===== config.mk =====
export PLATFORM = sky130hd
export DESIGN_NAME = smc_auto_pending_flag
export DESIGN_NICKNAME = d
export VERILOG_FILES = /design/src/smc_pkg.sv /design/src/smc_auto_pending_flag.sv
export SDC_FILE = /design/constraint.sdc
export NUM_CORES = 1
export LEC_CHECK = 0
export ABC_AREA = 1
export BUFFER_PORTS_ARGS = -buffer_cell sky130_fd_sc_hd__buf_2
export CELL_PAD_IN_SITES_DETAIL_PLACEMENT = 0
export CELL_PAD_IN_SITES_GLOBAL_PLACEMENT = 1
export CORE_AREA = 5 5 532 534
export CTS_CLUSTER_DIAMETER = 50
export DETAILED_ROUTE_END_ITERATION = 10
export DIE_AREA = 0 0 537 539
export PLACE_DENSITY_LB_ADDON = 0.05
export REMOVE_ABC_BUFFERS = 1
export SLEW_MARGIN = 20
export SYNTH_ARGS = -nofsm -noshare
export SYNTH_HDL_FRONTEND = slang
export SYNTH_SLANG_ARGS = --single-unit
export TNS_END_PERCENT = 1

===== constraint.sdc =====
create_clock -name pclk -period 3.3 [get_ports pclk]
set_clock_uncertainty 0.15 [all_clocks]
set_input_delay 0.495 -clock pclk [delete_from_list [all_inputs] [get_ports pclk]]
set_output_delay 0.495 -clock pclk [all_outputs]
set_load 0.01 [all_outputs]

===== src/smc_pkg.sv =====
// Constants and types for source-match auto_pending_flag control
package smc_pkg;

    localparam int SHORT_ENTRIES = 24;
    localparam int LONG_ENTRIES  = 12;
    localparam int MASK_W        = 24;
    localparam int BYTE_W        = 8;
    localparam int SHORT_ADDR_W  = 16;
    localparam int LONG_ADDR_W   = 64;
    localparam int LONG_PER_BYTE = 4;

    // Register indices; byte address is four times the index
    localparam logic [29:0] IDX_FILTER_CTRL = 30'h0000_6180;
    localparam logic [29:0] IDX_MATCH_CTRL  = 30'h0000_6182;
    localparam logic [29:0] IDX_SHORT_EN0   = 30'h0000_6183;
    localparam logic [29:0] IDX_SHORT_EN1   = 30'h0000_6184;
    localparam logic [29:0] IDX_SHORT_EN2   = 30'h0000_6185;
    localparam logic [29:0] IDX_LONG_EN0    = 30'h0000_6186;
    localparam logic [29:0] IDX_LONG_EN1    = 30'h0000_6187;
    localparam logic [29:0] IDX_LONG_EN2    = 30'h0000_6188;
    localparam logic [1:0]  WORD_ALIGN      = 2'h0;

    localparam int BIT_FILTER_ON  = 0;
    localparam int BIT_MATCH_EN   = 0;
    localparam int BIT_AUTO_PENDING_FLAG   = 1;
    localparam int BIT_DREQ_ONLY  = 2;

    localparam logic        FILTER_ON_RESET = 1'h1;
    localparam logic [2:0]  CTRL_RESET      = 3'h7;
    localparam logic [23:0] SHORT_EN_RESET  = 24'h00_0000;
    localparam logic [11:0] LONG_EN_RESET   = 12'h000;

    localparam logic [2:0] FTYPE_MAC_CMD    = 3'h3;
    localparam logic [7:0] CMD_DATA_REQUEST = 8'h04;
    localparam logic [1:0] ADDR_MODE_SHORT  = 2'h2;
    localparam logic [1:0] ADDR_MODE_LONG   = 2'h3;

    typedef enum logic [0:0] {SMC_IDLE, SMC_EVAL} smc_phase_t;

    typedef struct packed {
        logic       dreq_only;
        logic       auto_pending_flag;
        logic       match_en;
    } smc_ctrl_t;

    typedef struct packed {
        logic [2:0]  ftype;
        logic [7:0]  cmd_id;
        logic [1:0]  addr_mode;
        logic [63:0] src_addr;
    } smc_frame_t;

    typedef struct packed {
        logic        filt_on;
        smc_ctrl_t   ctrl;
        logic [23:0] short_en;
        logic [11:0] long_en;
        smc_phase_t  phase;
        smc_frame_t  frame;
        logic        pend;
        logic        done;
        logic [31:0] prdata;
        logic        pready;
        logic        pslverr;
    } smc_state_t;

endpackage


===== src/smc_auto_pending_flag.sv =====
// Source-match enables and automatic ack pending bit, APB slave
//
// Notes on behaviour
// RULE_01: Data-request-only mode also needs data request command.
// RULE_02: Pending set only with filter, match, auto_pending_flag enabled.
// RULE_03: Needs hit enabled in entry and pend mask.
// RULE_04: Match enable ignored while filtering is off.
// RULE_05: Short enables: 24 bits, one per entry.
// RULE_06: Long enables: 24-bit word for 12 entries.
// RULE_07: Long write takes entry n from bit 2n.
// RULE_08: Long read shows entry n on 2n, 2n+1.
// RULE_09: Software clears entry enable while updating entry.
// RULE_10: Software writes zero to control reserved bits.
// RULE_11: Control bits reset to one, enables to zero.
// RULE_12: Each mask split across three consecutive byte registers.
// RULE_13: Filtering active only while filtering_on; resets one.
// RULE_14: Compare source with enabled entries of matching type.
`timescale 1ns/100ps
`default_nettype none

module smc_auto_pending_flag (
    input  wire logic                 pclk,
    input  wire logic                 presetn,
    input  wire logic                 psel,
    input  wire logic                 penable,
    input  wire logic                 pwrite,
    input  wire logic [31:0]          paddr,
    input  wire logic [31:0]          pwdata,
    input  wire logic [3:0]           pstrb,
    output logic      [31:0]          prdata,
    output logic                      pready,
    output logic                      pslverr,
    input  wire logic                 frame_valid,
    input  wire smc_pkg::smc_frame_t  frame_in,
    input  wire logic [23:0][15:0]    short_table,
    input  wire logic [11:0][63:0]    long_table,
    input  wire logic [23:0]          short_pend_mask,
    input  wire logic [11:0]          long_pend_mask,
    output logic                      ack_pending,
    output logic                      pend_valid,
    output logic                      filtering_on
);

    smc_pkg::smc_state_t s;
    smc_pkg::smc_state_t next_s;

    // Word-aligned register select
    function automatic logic reg_hit(
        input logic [31:0] addr,
        input logic [29:0] idx
    );
        reg_hit = (addr[31:2] == idx) && (addr[1:0] == smc_pkg::WORD_ALIGN);
    endfunction

    // Each stored long enable shows on a bit pair
    function automatic logic [7:0] long_read_byte(
        input logic [11:0] en,
        input int          k
    );
        logic [7:0] r;
        r = '0;
        for (int i = 0; i < smc_pkg::LONG_PER_BYTE; i++) begin
            r[2*i]   = en[k*smc_pkg::LONG_PER_BYTE+i];
            r[2*i+1] = en[k*smc_pkg::LONG_PER_BYTE+i];
        end
        return r;
    endfunction

    // Odd bits of a long write are dropped
    function automatic logic [3:0] long_write_byte(
        input logic [7:0] d
    );
        logic [3:0] r;
        r = '0;
        for (int i = 0; i < smc_pkg::LONG_PER_BYTE; i++) begin
            r[i] = d[2*i];
        end
        return r;
    endfunction

    logic setup_phase;
    logic wr_access;
    logic short_hit;
    logic long_hit;
    logic any_hit;
    logic dreq_frame;
    logic gates_on;
    logic eval_pend;
    logic [3:0] long_wr_nib;

    assign setup_phase = psel && !penable;
    assign wr_access   = psel && penable && s.pready && pwrite && pstrb[0];
    assign long_wr_nib = long_write_byte(pwdata[7:0]);

    // Entry compare runs on the captured frame
    always_comb begin
        short_hit = 1'b0;
        long_hit  = 1'b0;
        for (int i = 0; i < smc_pkg::SHORT_ENTRIES; i++) begin
            if (s.short_en[i] && short_pend_mask[i]
                && (s.frame.addr_mode == smc_pkg::ADDR_MODE_SHORT)
                && (short_table[i] == s.frame.src_addr[15:0])) begin // [RULE_03] [RULE_14]
                short_hit = 1'b1;
            end
        end
        for (int j = 0; j < smc_pkg::LONG_ENTRIES; j++) begin
            if (s.long_en[j] && long_pend_mask[j]
                && (s.frame.addr_mode == smc_pkg::ADDR_MODE_LONG)
                && (long_table[j] == s.frame.src_addr)) begin // [RULE_03] [RULE_14]
                long_hit = 1'b1;
            end
        end
    end

    assign any_hit    = short_hit || long_hit;
    assign dreq_frame = (s.frame.ftype == smc_pkg::FTYPE_MAC_CMD)
                        && (s.frame.cmd_id == smc_pkg::CMD_DATA_REQUEST); // [RULE_01]
    // Filter bit gates match enable, so match enable is moot when off
    assign gates_on   = s.filt_on && s.ctrl.match_en && s.ctrl.auto_pending_flag; // [RULE_02] [RULE_04] [RULE_13]
    assign eval_pend  = gates_on && any_hit
                        && (!s.ctrl.dreq_only || dreq_frame); // [RULE_01] [RULE_02] [RULE_03]

    always_comb begin
        next_s         = s;
        next_s.done    = 1'b0;
        next_s.pready  = 1'b0;

        // Read data and error latched in setup; zero-wait access follows
        if (setup_phase) begin
            next_s.pready  = 1'b1;
            next_s.pslverr = 1'b0;
            next_s.prdata  = '0;
            if (reg_hit(paddr, smc_pkg::IDX_FILTER_CTRL)) begin
                next_s.prdata[smc_pkg::BIT_FILTER_ON] = s.filt_on;
            end else if (reg_hit(paddr, smc_pkg::IDX_MATCH_CTRL)) begin
                // Reserved bits read back as zero
                next_s.prdata[2:0] = s.ctrl; // [RULE_10]
            end else if (reg_hit(paddr, smc_pkg::IDX_SHORT_EN0)) begin
                next_s.prdata[7:0] = s.short_en[7:0]; // [RULE_12]
            end else if (reg_hit(paddr, smc_pkg::IDX_SHORT_EN1)) begin
                next_s.prdata[7:0] = s.short_en[15:8]; // [RULE_12]
            end else if (reg_hit(paddr, smc_pkg::IDX_SHORT_EN2)) begin
                next_s.prdata[7:0] = s.short_en[23:16]; // [RULE_12]
            end else if (reg_hit(paddr, smc_pkg::IDX_LONG_EN0)) begin
                next_s.prdata[7:0] = long_read_byte(s.long_en, 0); // [RULE_08]
            end else if (reg_hit(paddr, smc_pkg::IDX_LONG_EN1)) begin
                next_s.prdata[7:0] = long_read_byte(s.long_en, 1); // [RULE_08]
            end else if (reg_hit(paddr, smc_pkg::IDX_LONG_EN2)) begin
                next_s.prdata[7:0] = long_read_byte(s.long_en, 2); // [RULE_08]
            end else begin
                next_s.pslverr = 1'b1;
            end
        end

        // Writes land only at the access edge
        if (wr_access) begin
            if (reg_hit(paddr, smc_pkg::IDX_FILTER_CTRL)) begin
                next_s.filt_on = pwdata[smc_pkg::BIT_FILTER_ON]; // [RULE_13]
            end else if (reg_hit(paddr, smc_pkg::IDX_MATCH_CTRL)) begin
                next_s.ctrl.match_en  = pwdata[smc_pkg::BIT_MATCH_EN];
                next_s.ctrl.auto_pending_flag  = pwdata[smc_pkg::BIT_AUTO_PENDING_FLAG];
                next_s.ctrl.dreq_only = pwdata[smc_pkg::BIT_DREQ_ONLY];
            end else if (reg_hit(paddr, smc_pkg::IDX_SHORT_EN0)) begin
                next_s.short_en[7:0] = pwdata[7:0]; // [RULE_05] [RULE_12]
            end else if (reg_hit(paddr, smc_pkg::IDX_SHORT_EN1)) begin
                next_s.short_en[15:8] = pwdata[7:0]; // [RULE_05] [RULE_12]
            end else if (reg_hit(paddr, smc_pkg::IDX_SHORT_EN2)) begin
                next_s.short_en[23:16] = pwdata[7:0]; // [RULE_05] [RULE_12]
            end else if (reg_hit(paddr, smc_pkg::IDX_LONG_EN0)) begin
                next_s.long_en[3:0] = long_wr_nib; // [RULE_06] [RULE_07]
            end else if (reg_hit(paddr, smc_pkg::IDX_LONG_EN1)) begin
                next_s.long_en[7:4] = long_wr_nib; // [RULE_06] [RULE_07]
            end else if (reg_hit(paddr, smc_pkg::IDX_LONG_EN2)) begin
                next_s.long_en[11:8] = long_wr_nib; // [RULE_06] [RULE_07]
            end
        end

        // Table entries are read live; software disables an entry
        // while it rewrites it, so no half entry can hit
        unique case (s.phase)
            smc_pkg::SMC_IDLE: begin
                if (frame_valid) begin
                    next_s.frame = frame_in;
                    next_s.phase = smc_pkg::SMC_EVAL;
                end
            end
            smc_pkg::SMC_EVAL: begin
                next_s.pend  = eval_pend; // [RULE_02] [RULE_09]
                next_s.done  = 1'b1;
                next_s.phase = smc_pkg::SMC_IDLE;
                // A frame in this cycle is still taken
                if (frame_valid) begin
                    next_s.frame = frame_in;
                    next_s.phase = smc_pkg::SMC_EVAL;
                end
            end
        endcase
    end

    always_ff @(posedge pclk or negedge presetn) begin
        if (!presetn) begin
            s          <= '0;
            s.filt_on  <= smc_pkg::FILTER_ON_RESET; // [RULE_11] [RULE_13]
            s.ctrl     <= smc_pkg::CTRL_RESET; // [RULE_11]
            s.short_en <= smc_pkg::SHORT_EN_RESET; // [RULE_11]
            s.long_en  <= smc_pkg::LONG_EN_RESET; // [RULE_11]
            s.phase    <= smc_pkg::SMC_IDLE;
        end else begin
            s <= next_s;
        end
    end

    assign prdata       = s.prdata;
    assign pready       = s.pready;
    assign pslverr      = s.pslverr;
    assign ack_pending  = s.pend;
    assign pend_valid   = s.done;
    assign filtering_on = s.filt_on;
endmodule // smc_auto_pending_flag

`default_nettype wire


==> impl_metrics.sql, run 1 <==
INSERT INTO impl_metrics (metric_group, metric, value, unit) VALUES
('timing', 'setup_violations_final', '0', ''),
('synthesis', 'netlist_instances', '4337', ''),
('die', 'die_width', '537', 'microns'),
('clock_network', 'cts_made_buffers', '17', ''),
('power_and_ir_drop', 'share_clk_of_total_power', '22.3', '%'),
('placement', 'final_weighted_congestion_in_routability_driven_placement', '0.845', ''),
('drt', 'avgRoutedWirePerCell', '33.3', 'microns'),
('setup_path', 'critical_path_peak_fanout', '11', ''),
('timing', 'grt_setup_unrepaired', 'no', ''),
('synthesis', 'seq_area_frac_synth', '14.0', '%'),
('grt', 'gr-total-overflow', '0', ''),
('setup_path', 'timing.reg2reg.setup_slack', '220', 'ps'),
('cells_and_area', 'finish.net_count', '7178', ''),
('drt', 'ant_nets', '0', ''),
('power_and_ir_drop', 'cell_internal_pwr', '4.94', 'mW'),
('setup_path', 'worstSetupStartpoint', 's[50]', ''),
('clock_network', 'clk_transition_reported_paths', '80', 'ps'),
('clock_network', 'clock_insertion_delay_worst_skew', '540', 'ps'),
('drt', 'drtIter0Drc', '2295', ''),
('power_and_ir_drop', 'total_switching_power', '5.41', 'mW'),
('drt', 'detail_route.vias_per_cell', '3.53', ''),
('drt', 'wirelength', '322000', 'microns'),
('synthesis', 'yosysWarnings', '0', ''),
('setup_path', 'cp-start-kind', 'flip-flop', ''),
('timing', 'max_freq', '325', 'MHz'),
('setup_path', 'critPathKind', 'reg2reg', ''),
('placement', 'io_buffer_count', '1324', ''),
('synthesis', 'synth_top_cells_by_area', 'sky130_fd_sc_hd__nand2_1 26%, sky130_fd_sc_hd__xor2_1 14%, sky130_fd_sc_hd__dfrtp_1 14%', ''),
('synthesis', 'syn-cell-area', '23300', 'sq um'),
('run', 'max_cap_viols', '0', ''),
('timing', 'final_max_slew_viol_count', '0', ''),
('cells_and_area', 'final_core_util', '13.6', '%'),
('synthesis', 'synth.lib_cells_used.distinct', '45', ''),
('cells_and_area', 'drive_gt1_share', '30.2', '%'),
('drt', 'post-route-drc-count', '0', ''),
('setup_path', 'crit_path_frequent_cell', 'sky130_fd_sc_hd__nand3_1', ''),
('setup_path', 'critical-path-max-stage-delay', '780', 'ps'),
('clock_network', 'cts-htree-levels', '4', ''),
('cells_and_area', 'final_cells', '9653', ''),
('setup_path', 'timing.critical_path.cells', 'buf_4 > xnor2_1 > nand3_1 > nor3_1 > buf_4 > nand3_1 > nand2_1 > nor2_1 > nand3_1 > o21bai_1 > nand2_1', ''),
('setup_path', 'reg2reg_from', 's[50]', ''),
('die', 'placementRows', '194', ''),
('power_and_ir_drop', 'p_leak', '19.6', 'nW'),
('placement', 'dpl.hpwl', '282000', 'microns'),
('power_and_ir_drop', 'sequentialPowerShare', '18.3', '%'),
('run_status', 'outcome', 'completed', ''),
('grt', 'grt_first_pass_wirelength', '394000', 'microns'),
('synthesis', 'ys_ff_latch', '130', ''),
('grt', 'grt_start_max_net_pins', '53', ''),
('timing', 'timing.max_slew.rel_slack', '37.4', '%'),
('die', 'die-area', '289000', 'sq um'),
('min_path', 'timing.hold.worst.start', 'frame_in[22]', ''),
('die', 'floorplan.die.height', '539', 'microns'),
('die', 'initial_core_utilization', '8.39', '%'),
('setup_path', 'timing.critical_path.slowest_stage_cell', 'sky130_fd_sc_hd__nor3_1', ''),
('timing', 'actual_slew_at_the_worst_max_slew_pin', '931', 'ps'),
('setup_path', 'cp-end-kind', 'flip-flop', ''),
('power_and_ir_drop', 'power_density', '273', 'nW/um^2'),
('synthesis', 'yosys.area.top_type_share', '26.1', '%'),
('synthesis', 'synth.largest_area_cell', 'sky130_fd_sc_hd__nand2_1', ''),
('drt', 'routed-via-count', '34000', ''),
('timing', 'fin_crit', '3080', 'ps'),
('drt', 'dr.pass1.iters', '7', ''),
('placement', 'placed_cells_incl_taps', '9486', ''),
('power_and_ir_drop', 'switching_share', '52.3', '%'),
('power_and_ir_drop', 'max_ir_drop_vdd', '0.000521', 'V'),
('power_and_ir_drop', 'combinationalPowerShare', '59.4', '%'),
('clock_network', 'tritoncts_num_sinks', '130', ''),
('die', 'ioPinCount', '1376', ''),
('setup_path', 'crit_arrival', '3410', 'ps'),
('clock_network', 'cts_max_path_buffers', '2', '');
-- routing by layer --
| layer | global-route usage [%] | up-vias | routed length, microns |
|---|---|---|---|
| met5 | 0 | - | 1070 |
| met4 | 2.59 | 174 | 5050 |
| met3 | 4.61 | 575 | 18800 |
| met2 | 38.8 | 1622 | 160000 |
| met1 | 26.4 | 15500 | 137000 |
| li1 | - | 16200 | - |
-- cells in the mapped netlist, drive strengths merged --
cell and number:
a22o 1, a211oi 1, o21bai 2, buf 185, nand4 35, nand3 125
conb 1, o41ai 1, mux2 5, nor2 657, xnor2 187, dfrtp 126
o211ai 3, clkbuf 29, o21ai 409, nor4 2, clkinv 8, o22ai 15
xor2 368, a21oi 5, o221a 2, dfstp 4, inv 473, nand2 1627
nor3 50, nand3b 3, or2 12, o2111ai 1
-- power groups by stage --
stage	clock network [mW]	registers, mW	logic, mW
final	2.31	1.89	6.15
after global routing	2.48	1.91	6.70
after CTS	2.48	1.92	6.35
after detailed placement	0	1.97	6.23
after global placement	0	1.96	6.26
after floorplan	0	2.05	1.98
-- cell usage in the layout (no fill, tap or decap), types with 6 or more instances in the layout --
| cell type | Yosys | final |
|---|---|---|
| sky130_fd_sc_hd__xor2_1 | 368 | 368 |
| sky130_fd_sc_hd__dfrtp_1 | 126 | 101 |
| sky130_fd_sc_hd__dfrtp_2 | 0 | 9 |
| sky130_fd_sc_hd__or2_2 | 10 | 10 |
| sky130_fd_sc_hd__buf_2 | 135 | 1322 |
| sky130_fd_sc_hd__clkinv_2 | 1 | 8 |
| sky130_fd_sc_hd__inv_1 | 460 | 452 |
| sky130_fd_sc_hd__nand2_2 | 3 | 9 |
| sky130_fd_sc_hd__clkbuf_16 | 0 | 17 |
| sky130_fd_sc_hd__nor3_1 | 47 | 47 |
| sky130_fd_sc_hd__o22ai_1 | 15 | 15 |
| sky130_fd_sc_hd__nand4_1 | 35 | 35 |
| sky130_fd_sc_hd__conb_1 | 1 | 24 |
| sky130_fd_sc_hd__inv_2 | 12 | 9 |
| sky130_fd_sc_hd__nand2_1 | 1622 | 1616 |
| sky130_fd_sc_hd__dlygate4sd3_1 | 0 | 46 |
| sky130_fd_sc_hd__buf_12 | 0 | 51 |
| sky130_fd_sc_hd__o21ai_1 | 17 | 18 |
| sky130_fd_sc_hd__diode_2 | 0 | 77 |
| sky130_fd_sc_hd__nor2_2 | 4 | 11 |
| sky130_fd_sc_hd__o21ai_0 | 390 | 389 |
| sky130_fd_sc_hd__nor2_1 | 648 | 641 |
| sky130_fd_sc_hd__clkinv_1 | 7 | 7 |
| sky130_fd_sc_hd__inv_6 | 0 | 6 |
| sky130_fd_sc_hd__nand3_1 | 121 | 120 |
| sky130_fd_sc_hd__buf_4 | 47 | 250 |
| sky130_fd_sc_hd__xnor2_1 | 187 | 187 |
| sky130_fd_sc_hd__dfrtp_4 | 0 | 16 |
-- cells by family after synthesis --
| kind of cell | synth area share, % |
|---|---|
| xor+xnor | 20.8 |
| buf+inv | 12.7 |
| flops | 14.0 |
| mux | 0.241 |
| compound gates | 9.72 |
| other cells | 0.0161 |
| simple gates | 42.5 |
-- cell type report --
| type | instances | area (sq um) |
|---|---|---|
| Antenna cell | 77 | 193 |
| Fill cell | 33000 | 240000 |
| Sequential cell | 130 | 3330 |
| Tap cell | 3724 | 4660 |
| Inverter | 481 | 1830 |
| Clock buffer | 17 | 425 |
| Clock inverter | 15 | 168 |
| Multi-Input combinational cell | 3535 | 17200 |
| Timing Repair Buffer | 1674 | 10000 |
-- path summary, 6_finish.rpt --
| check | end | depth (start not counted) |
|---|---|---|
| setup / recovery | ack_pending | 11 |
| hold / removal | s[58] | 3 |
| setup reg to reg | ack_pending | 11 |
| hold reg to reg | pend_valid | 0 |
| max in group asynchronous | s[46] | 3 |
| min in group asynchronous | s[94] | 2 |
-- worst max-delay path: cells and delay by family, from the launching register on --
| kind | cells | cell delay (ps) |
|---|---|---|
| buffers and inverters | 2 | 520 |
| and+or+nand+nor | 7 | 1350 |
| DFF | 1 | 520 |
| xor gates and xnor gates | 1 | 350 |
| AOI/OAI and AO/OA | 1 | 80 |
-- registers in the layout (all words and copies together), names as in the netlist --
signal / flops
s: 117
prdata: 8
ack_pending: 1
filtering_on: 1
pend_valid: 1
pready: 1
pslverr: 1
-- per-stage QoR --
stage               hold WS, ps  setup WS, ps  instance area, sq um  setup TNS, ps  power [mW]
floorplan                  49.4           571                 22200              0        4.03
global placement            215          -486                 36400           -486        8.22
detailed placement          211          -460                 36400           -460        8.20
CTS                        1.13        0.0715                 37600              0        10.7
global route               25.5          35.0                 37700              0        11.1
finish                     58.0           220                 37900              0        10.4
-- timing repair --
item | 4_1_cts | 5_1_grt
endpoints found under the hold margin | 68 | 0
hold buffers | 46 | 0
buffers inserted | 6 | 6
gates resized for setup | 15 | 12
setup endpoints to repair | 1 | 1
pin swaps | 0 | 0
No activity file was read; power rests on OpenSTA's default activity.
==> inputs of run 2 (changes only) <==
--- a/config.mk
+++ b/config.mk
@@ -11,4 +11,5 @@
 export CELL_PAD_IN_SITES_GLOBAL_PLACEMENT = 1
 export CORE_AREA = 5 5 532 534
+export CTS_BUF_LIST = sky130_fd_sc_hd__clkbuf_4 sky130_fd_sc_hd__clkbuf_8
 export CTS_CLUSTER_DIAMETER = 50
 export DETAILED_ROUTE_END_ITERATION = 10
==> constraint.sdc (replaced) <==
create_clock -name pclk -period 3.3 [get_ports pclk]
set_clock_uncertainty 0.15 [all_clocks]
set_input_delay 0.66 -clock pclk [delete_from_list [all_inputs] [get_ports pclk]]
set_output_delay 0.66 -clock pclk [all_outputs]
set_load 0.01 [all_outputs]
==> impl_metrics.sql, run 2 (synthesis gave the netlist of run 1 again) <==
INSERT INTO impl_metrics (metric_group, metric, value, unit) VALUES
('run_status', 'outcome', 'completed', ''),
('cells_and_area', 'synthToLayoutAreaGrowth', '61.9', '%'),
('die', 'initial_core_utilization', '8.39', '%'),
('placement', 'final_weighted_congestion_in_routability_driven_placement', '0.838', ''),
('drt', 'post-route-drc-count', '0', ''),
('cells_and_area', 'final_core_util', '13.6', '%'),
('timing', 'timing.final.crit_share', '98.0', '%'),
('die', 'core_area', '278000', 'sq um'),
('clock_network', 'tritoncts_num_sinks', '130', ''),
('drt', 'ant_nets', '0', ''),
('setup_path', 'cp.required', '3750', 'ps'),
('setup_path', 'timing.critical_path.cells', 'buf_12 > buf_12 > xor2_1 > nor2_1 > nand2_1 > nor2_1 > nand2_1 > nor2_1 > buf_4 > nand3_1 > nand2_1 > nor2_1 > nand3_1 > buf_4 > o21bai_1 > nand2_1', ''),
('cells_and_area', 'design_area', '37700', 'sq um'),
('grt', 'groute.usage.overall', '21.1', '%'),
('cells_and_area', 'final_cells', '9671', ''),
('timing', 'fin_setup_tns', '0', 'ps'),
('power_and_ir_drop', 'p_leak', '19.5', 'nW'),
('clock_network', 'clock_insertion_delay_worst_skew', '650', 'ps'),
('drt', 'avgRoutedWirePerCell', '32.9', 'microns'),
('cells_and_area', 'drive_gt1_share', '30.1', '%'),
('placement', 'placed_cells_incl_taps', '9499', ''),
('clock_network', 'cts_made_buffers', '17', ''),
('die', 'die_width', '537', 'microns'),
('timing', 'actual_slew_at_the_worst_max_slew_pin', '916', 'ps'),
('timing', 'max_freq', '309', 'MHz'),
('timing', 'final_hold_viol_count', '0', ''),
('setup_path', 'cp-start-kind', 'flip-flop', ''),
('drt', 'dr.pass1.iters', '7', ''),
('drt', 'detail_route.vias_per_cell', '3.51', ''),
('clock_network', 'cts_max_path_buffers', '2', ''),
('setup_path', 'critPathKind', 'reg2reg', ''),
('setup_path', 'timing.critical_path.slowest_stage_cell', 'sky130_fd_sc_hd__dfrtp_4', ''),
('timing', 'grt_setup_unrepaired', 'no', ''),
('clock_network', 'clock_tree_root', 'sky130_fd_sc_hd__clkbuf_8', ''),
('die', 'placementRows', '194', ''),
('drt', 'wirelength', '318000', 'microns'),
('grt', 'grt_first_pass_wirelength', '390000', 'microns'),
('grt', 'grt_start_max_net_pins', '44', ''),
('timing', 'fin_crit', '3230', 'ps'),
('power_and_ir_drop', 'power_density', '258', 'nW/um^2'),
('timing', 'timing.max_slew.rel_slack', '38.3', '%'),
('clock_network', 'cts-htree-levels', '4', ''),
('clock_network', 'clk_transition_reported_paths', '130', 'ps'),
('cells_and_area', 'largest_reg_flops', '117', ''),
('die', 'die-area', '289000', 'sq um'),
('cells_and_area', 'reg_with_most_ffs', 's', ''),
('cells_and_area', 'layout.cells.most_common_list', '1621 x sky130_fd_sc_hd__nand2_1, 1322 x sky130_fd_sc_hd__buf_2, 640 x sky130_fd_sc_hd__nor2_1', ''),
('grt', 'via_count_of_the_first_global_routing_pass', '34200', ''),
('drt', 'drtIter0Drc', '2012', ''),
('setup_path', 'critical-path-max-stage-delay', '610', 'ps'),
('setup_path', 'critical_path_peak_fanout', '10', ''),
('timing', 'final_max_slew_viol_count', '0', ''),
('die', 'floorplan.die.height', '539', 'microns'),
('power_and_ir_drop', 'p_total', '9.73', 'mW'),
('drt', 'routed-via-count', '34000', ''),
('timing', 'setup_violations_final', '0', ''),
('grt', 'grt_antenna_before_repair', '417', ''),
('power_and_ir_drop', 'max_ir_drop_vdd', '0.000292', 'V'),
('setup_path', 'crit_arrival', '3680', 'ps'),
('min_path', 'worstHoldPathType', 'in2reg', ''),
('setup_path', 'timing.reg2reg.setup_slack', '70', 'ps'),
('placement', 'standard_cell_area_after_detailed_placement', '36600', 'sq um'),
('grt', 'gr-total-overflow', '0', ''),
('cells_and_area', 'layout_commonest_cell', 'sky130_fd_sc_hd__nand2_1', ''),
('placement', 'dpl.hpwl', '279000', 'microns'),
('run', 'max_cap_viols', '0', ''),
('setup_path', 'cp-end-kind', 'flip-flop', ''),
('die', 'ioPinCount', '1376', ''),
('cells_and_area', 'finish.net_count', '7181', ''),
('clock_network', 'clock_tree_from_tritoncts', 'built', ''),
('placement', 'io_buffer_count', '1324', '');
## run 2: cell types whose count changed in the layout (fill, tap and decap cells not counted), moves of 3 or more
cell	change
sky130_fd_sc_hd__buf_12	+3
sky130_fd_sc_hd__clkbuf_16	-17
sky130_fd_sc_hd__clkbuf_8	+17
sky130_fd_sc_hd__dfrtp_2	-3
sky130_fd_sc_hd__diode_2	+15
sky130_fd_sc_hd__nand2_1	+5
sky130_fd_sc_hd__nand2_2	-5
## run 2: stage by stage
stage / hold slack [ps] / worst slack [ps]
6_report: 111 / 65.5
2_1_floorplan: 204 / 571
3_3_place_gp: 264 / -274
4_1_cts: 0.609 / 3.07
5_1_grt: 48.5 / 5.96
3_5_place_dp: 258 / -264
## run 2: worst paths after layout
path / startpoint / to / depth (start not counted)
max: s[49] / ack_pending / 16
min: frame_in[14] / s[50] / 3
max reg2reg: s[49] / ack_pending / 16
min reg2reg: s[113] / pend_valid / 0
max in group asynchronous: presetn / s[41] / 3
min in group asynchronous: presetn / s[94] / 2
## run 2: metal layers
metal | up-vias | GRT usage, % | share of wire [%]
met2 | 1598 | 38.5 | 50
met5 | - | 0 | 0.40
li1 | 16200 | - | -
met4 | 200 | 2.59 | 1.7
met1 | 15400 | 25.7 | 42
met3 | 608 | 4.91 | 6.8
## run 2: layout make-up
type,instances,area [sq um]
sequential,130,3330
inverter,481,1820
antenna,92,230
fill,33000,240000
clock buffer,17,234
multi-input combinational,3535,17200
tap,3724,4660
timing repair buffer,1677,10100
clock inverter,15,165
## run 2: critical path: cells and delay by family (launching register included)
family | cells | cell delay (ps)
compound gates | 1 | 50
xor+xnor | 1 | 180
buf+inv | 4 | 680
flops | 1 | 610
simple gates | 10 | 1450
## run 2: timing repair
action	CTS	global route
buffers inserted	4	0
hold buffers	44	0
hold endpoints to repair	77	0
endpoints found under the setup margin	1	1
resized for setup	13	4
## run 2: where the power goes
part	internal, mW	leakage [nW]	switching [mW]	total, mW
Clock	0.573	0.200	1.16	1.74
Combinational	2.17	17.7	3.93	6.10
Sequential	1.69	1.62	0.206	1.90
Total	4.44	19.5	5.30	9.73
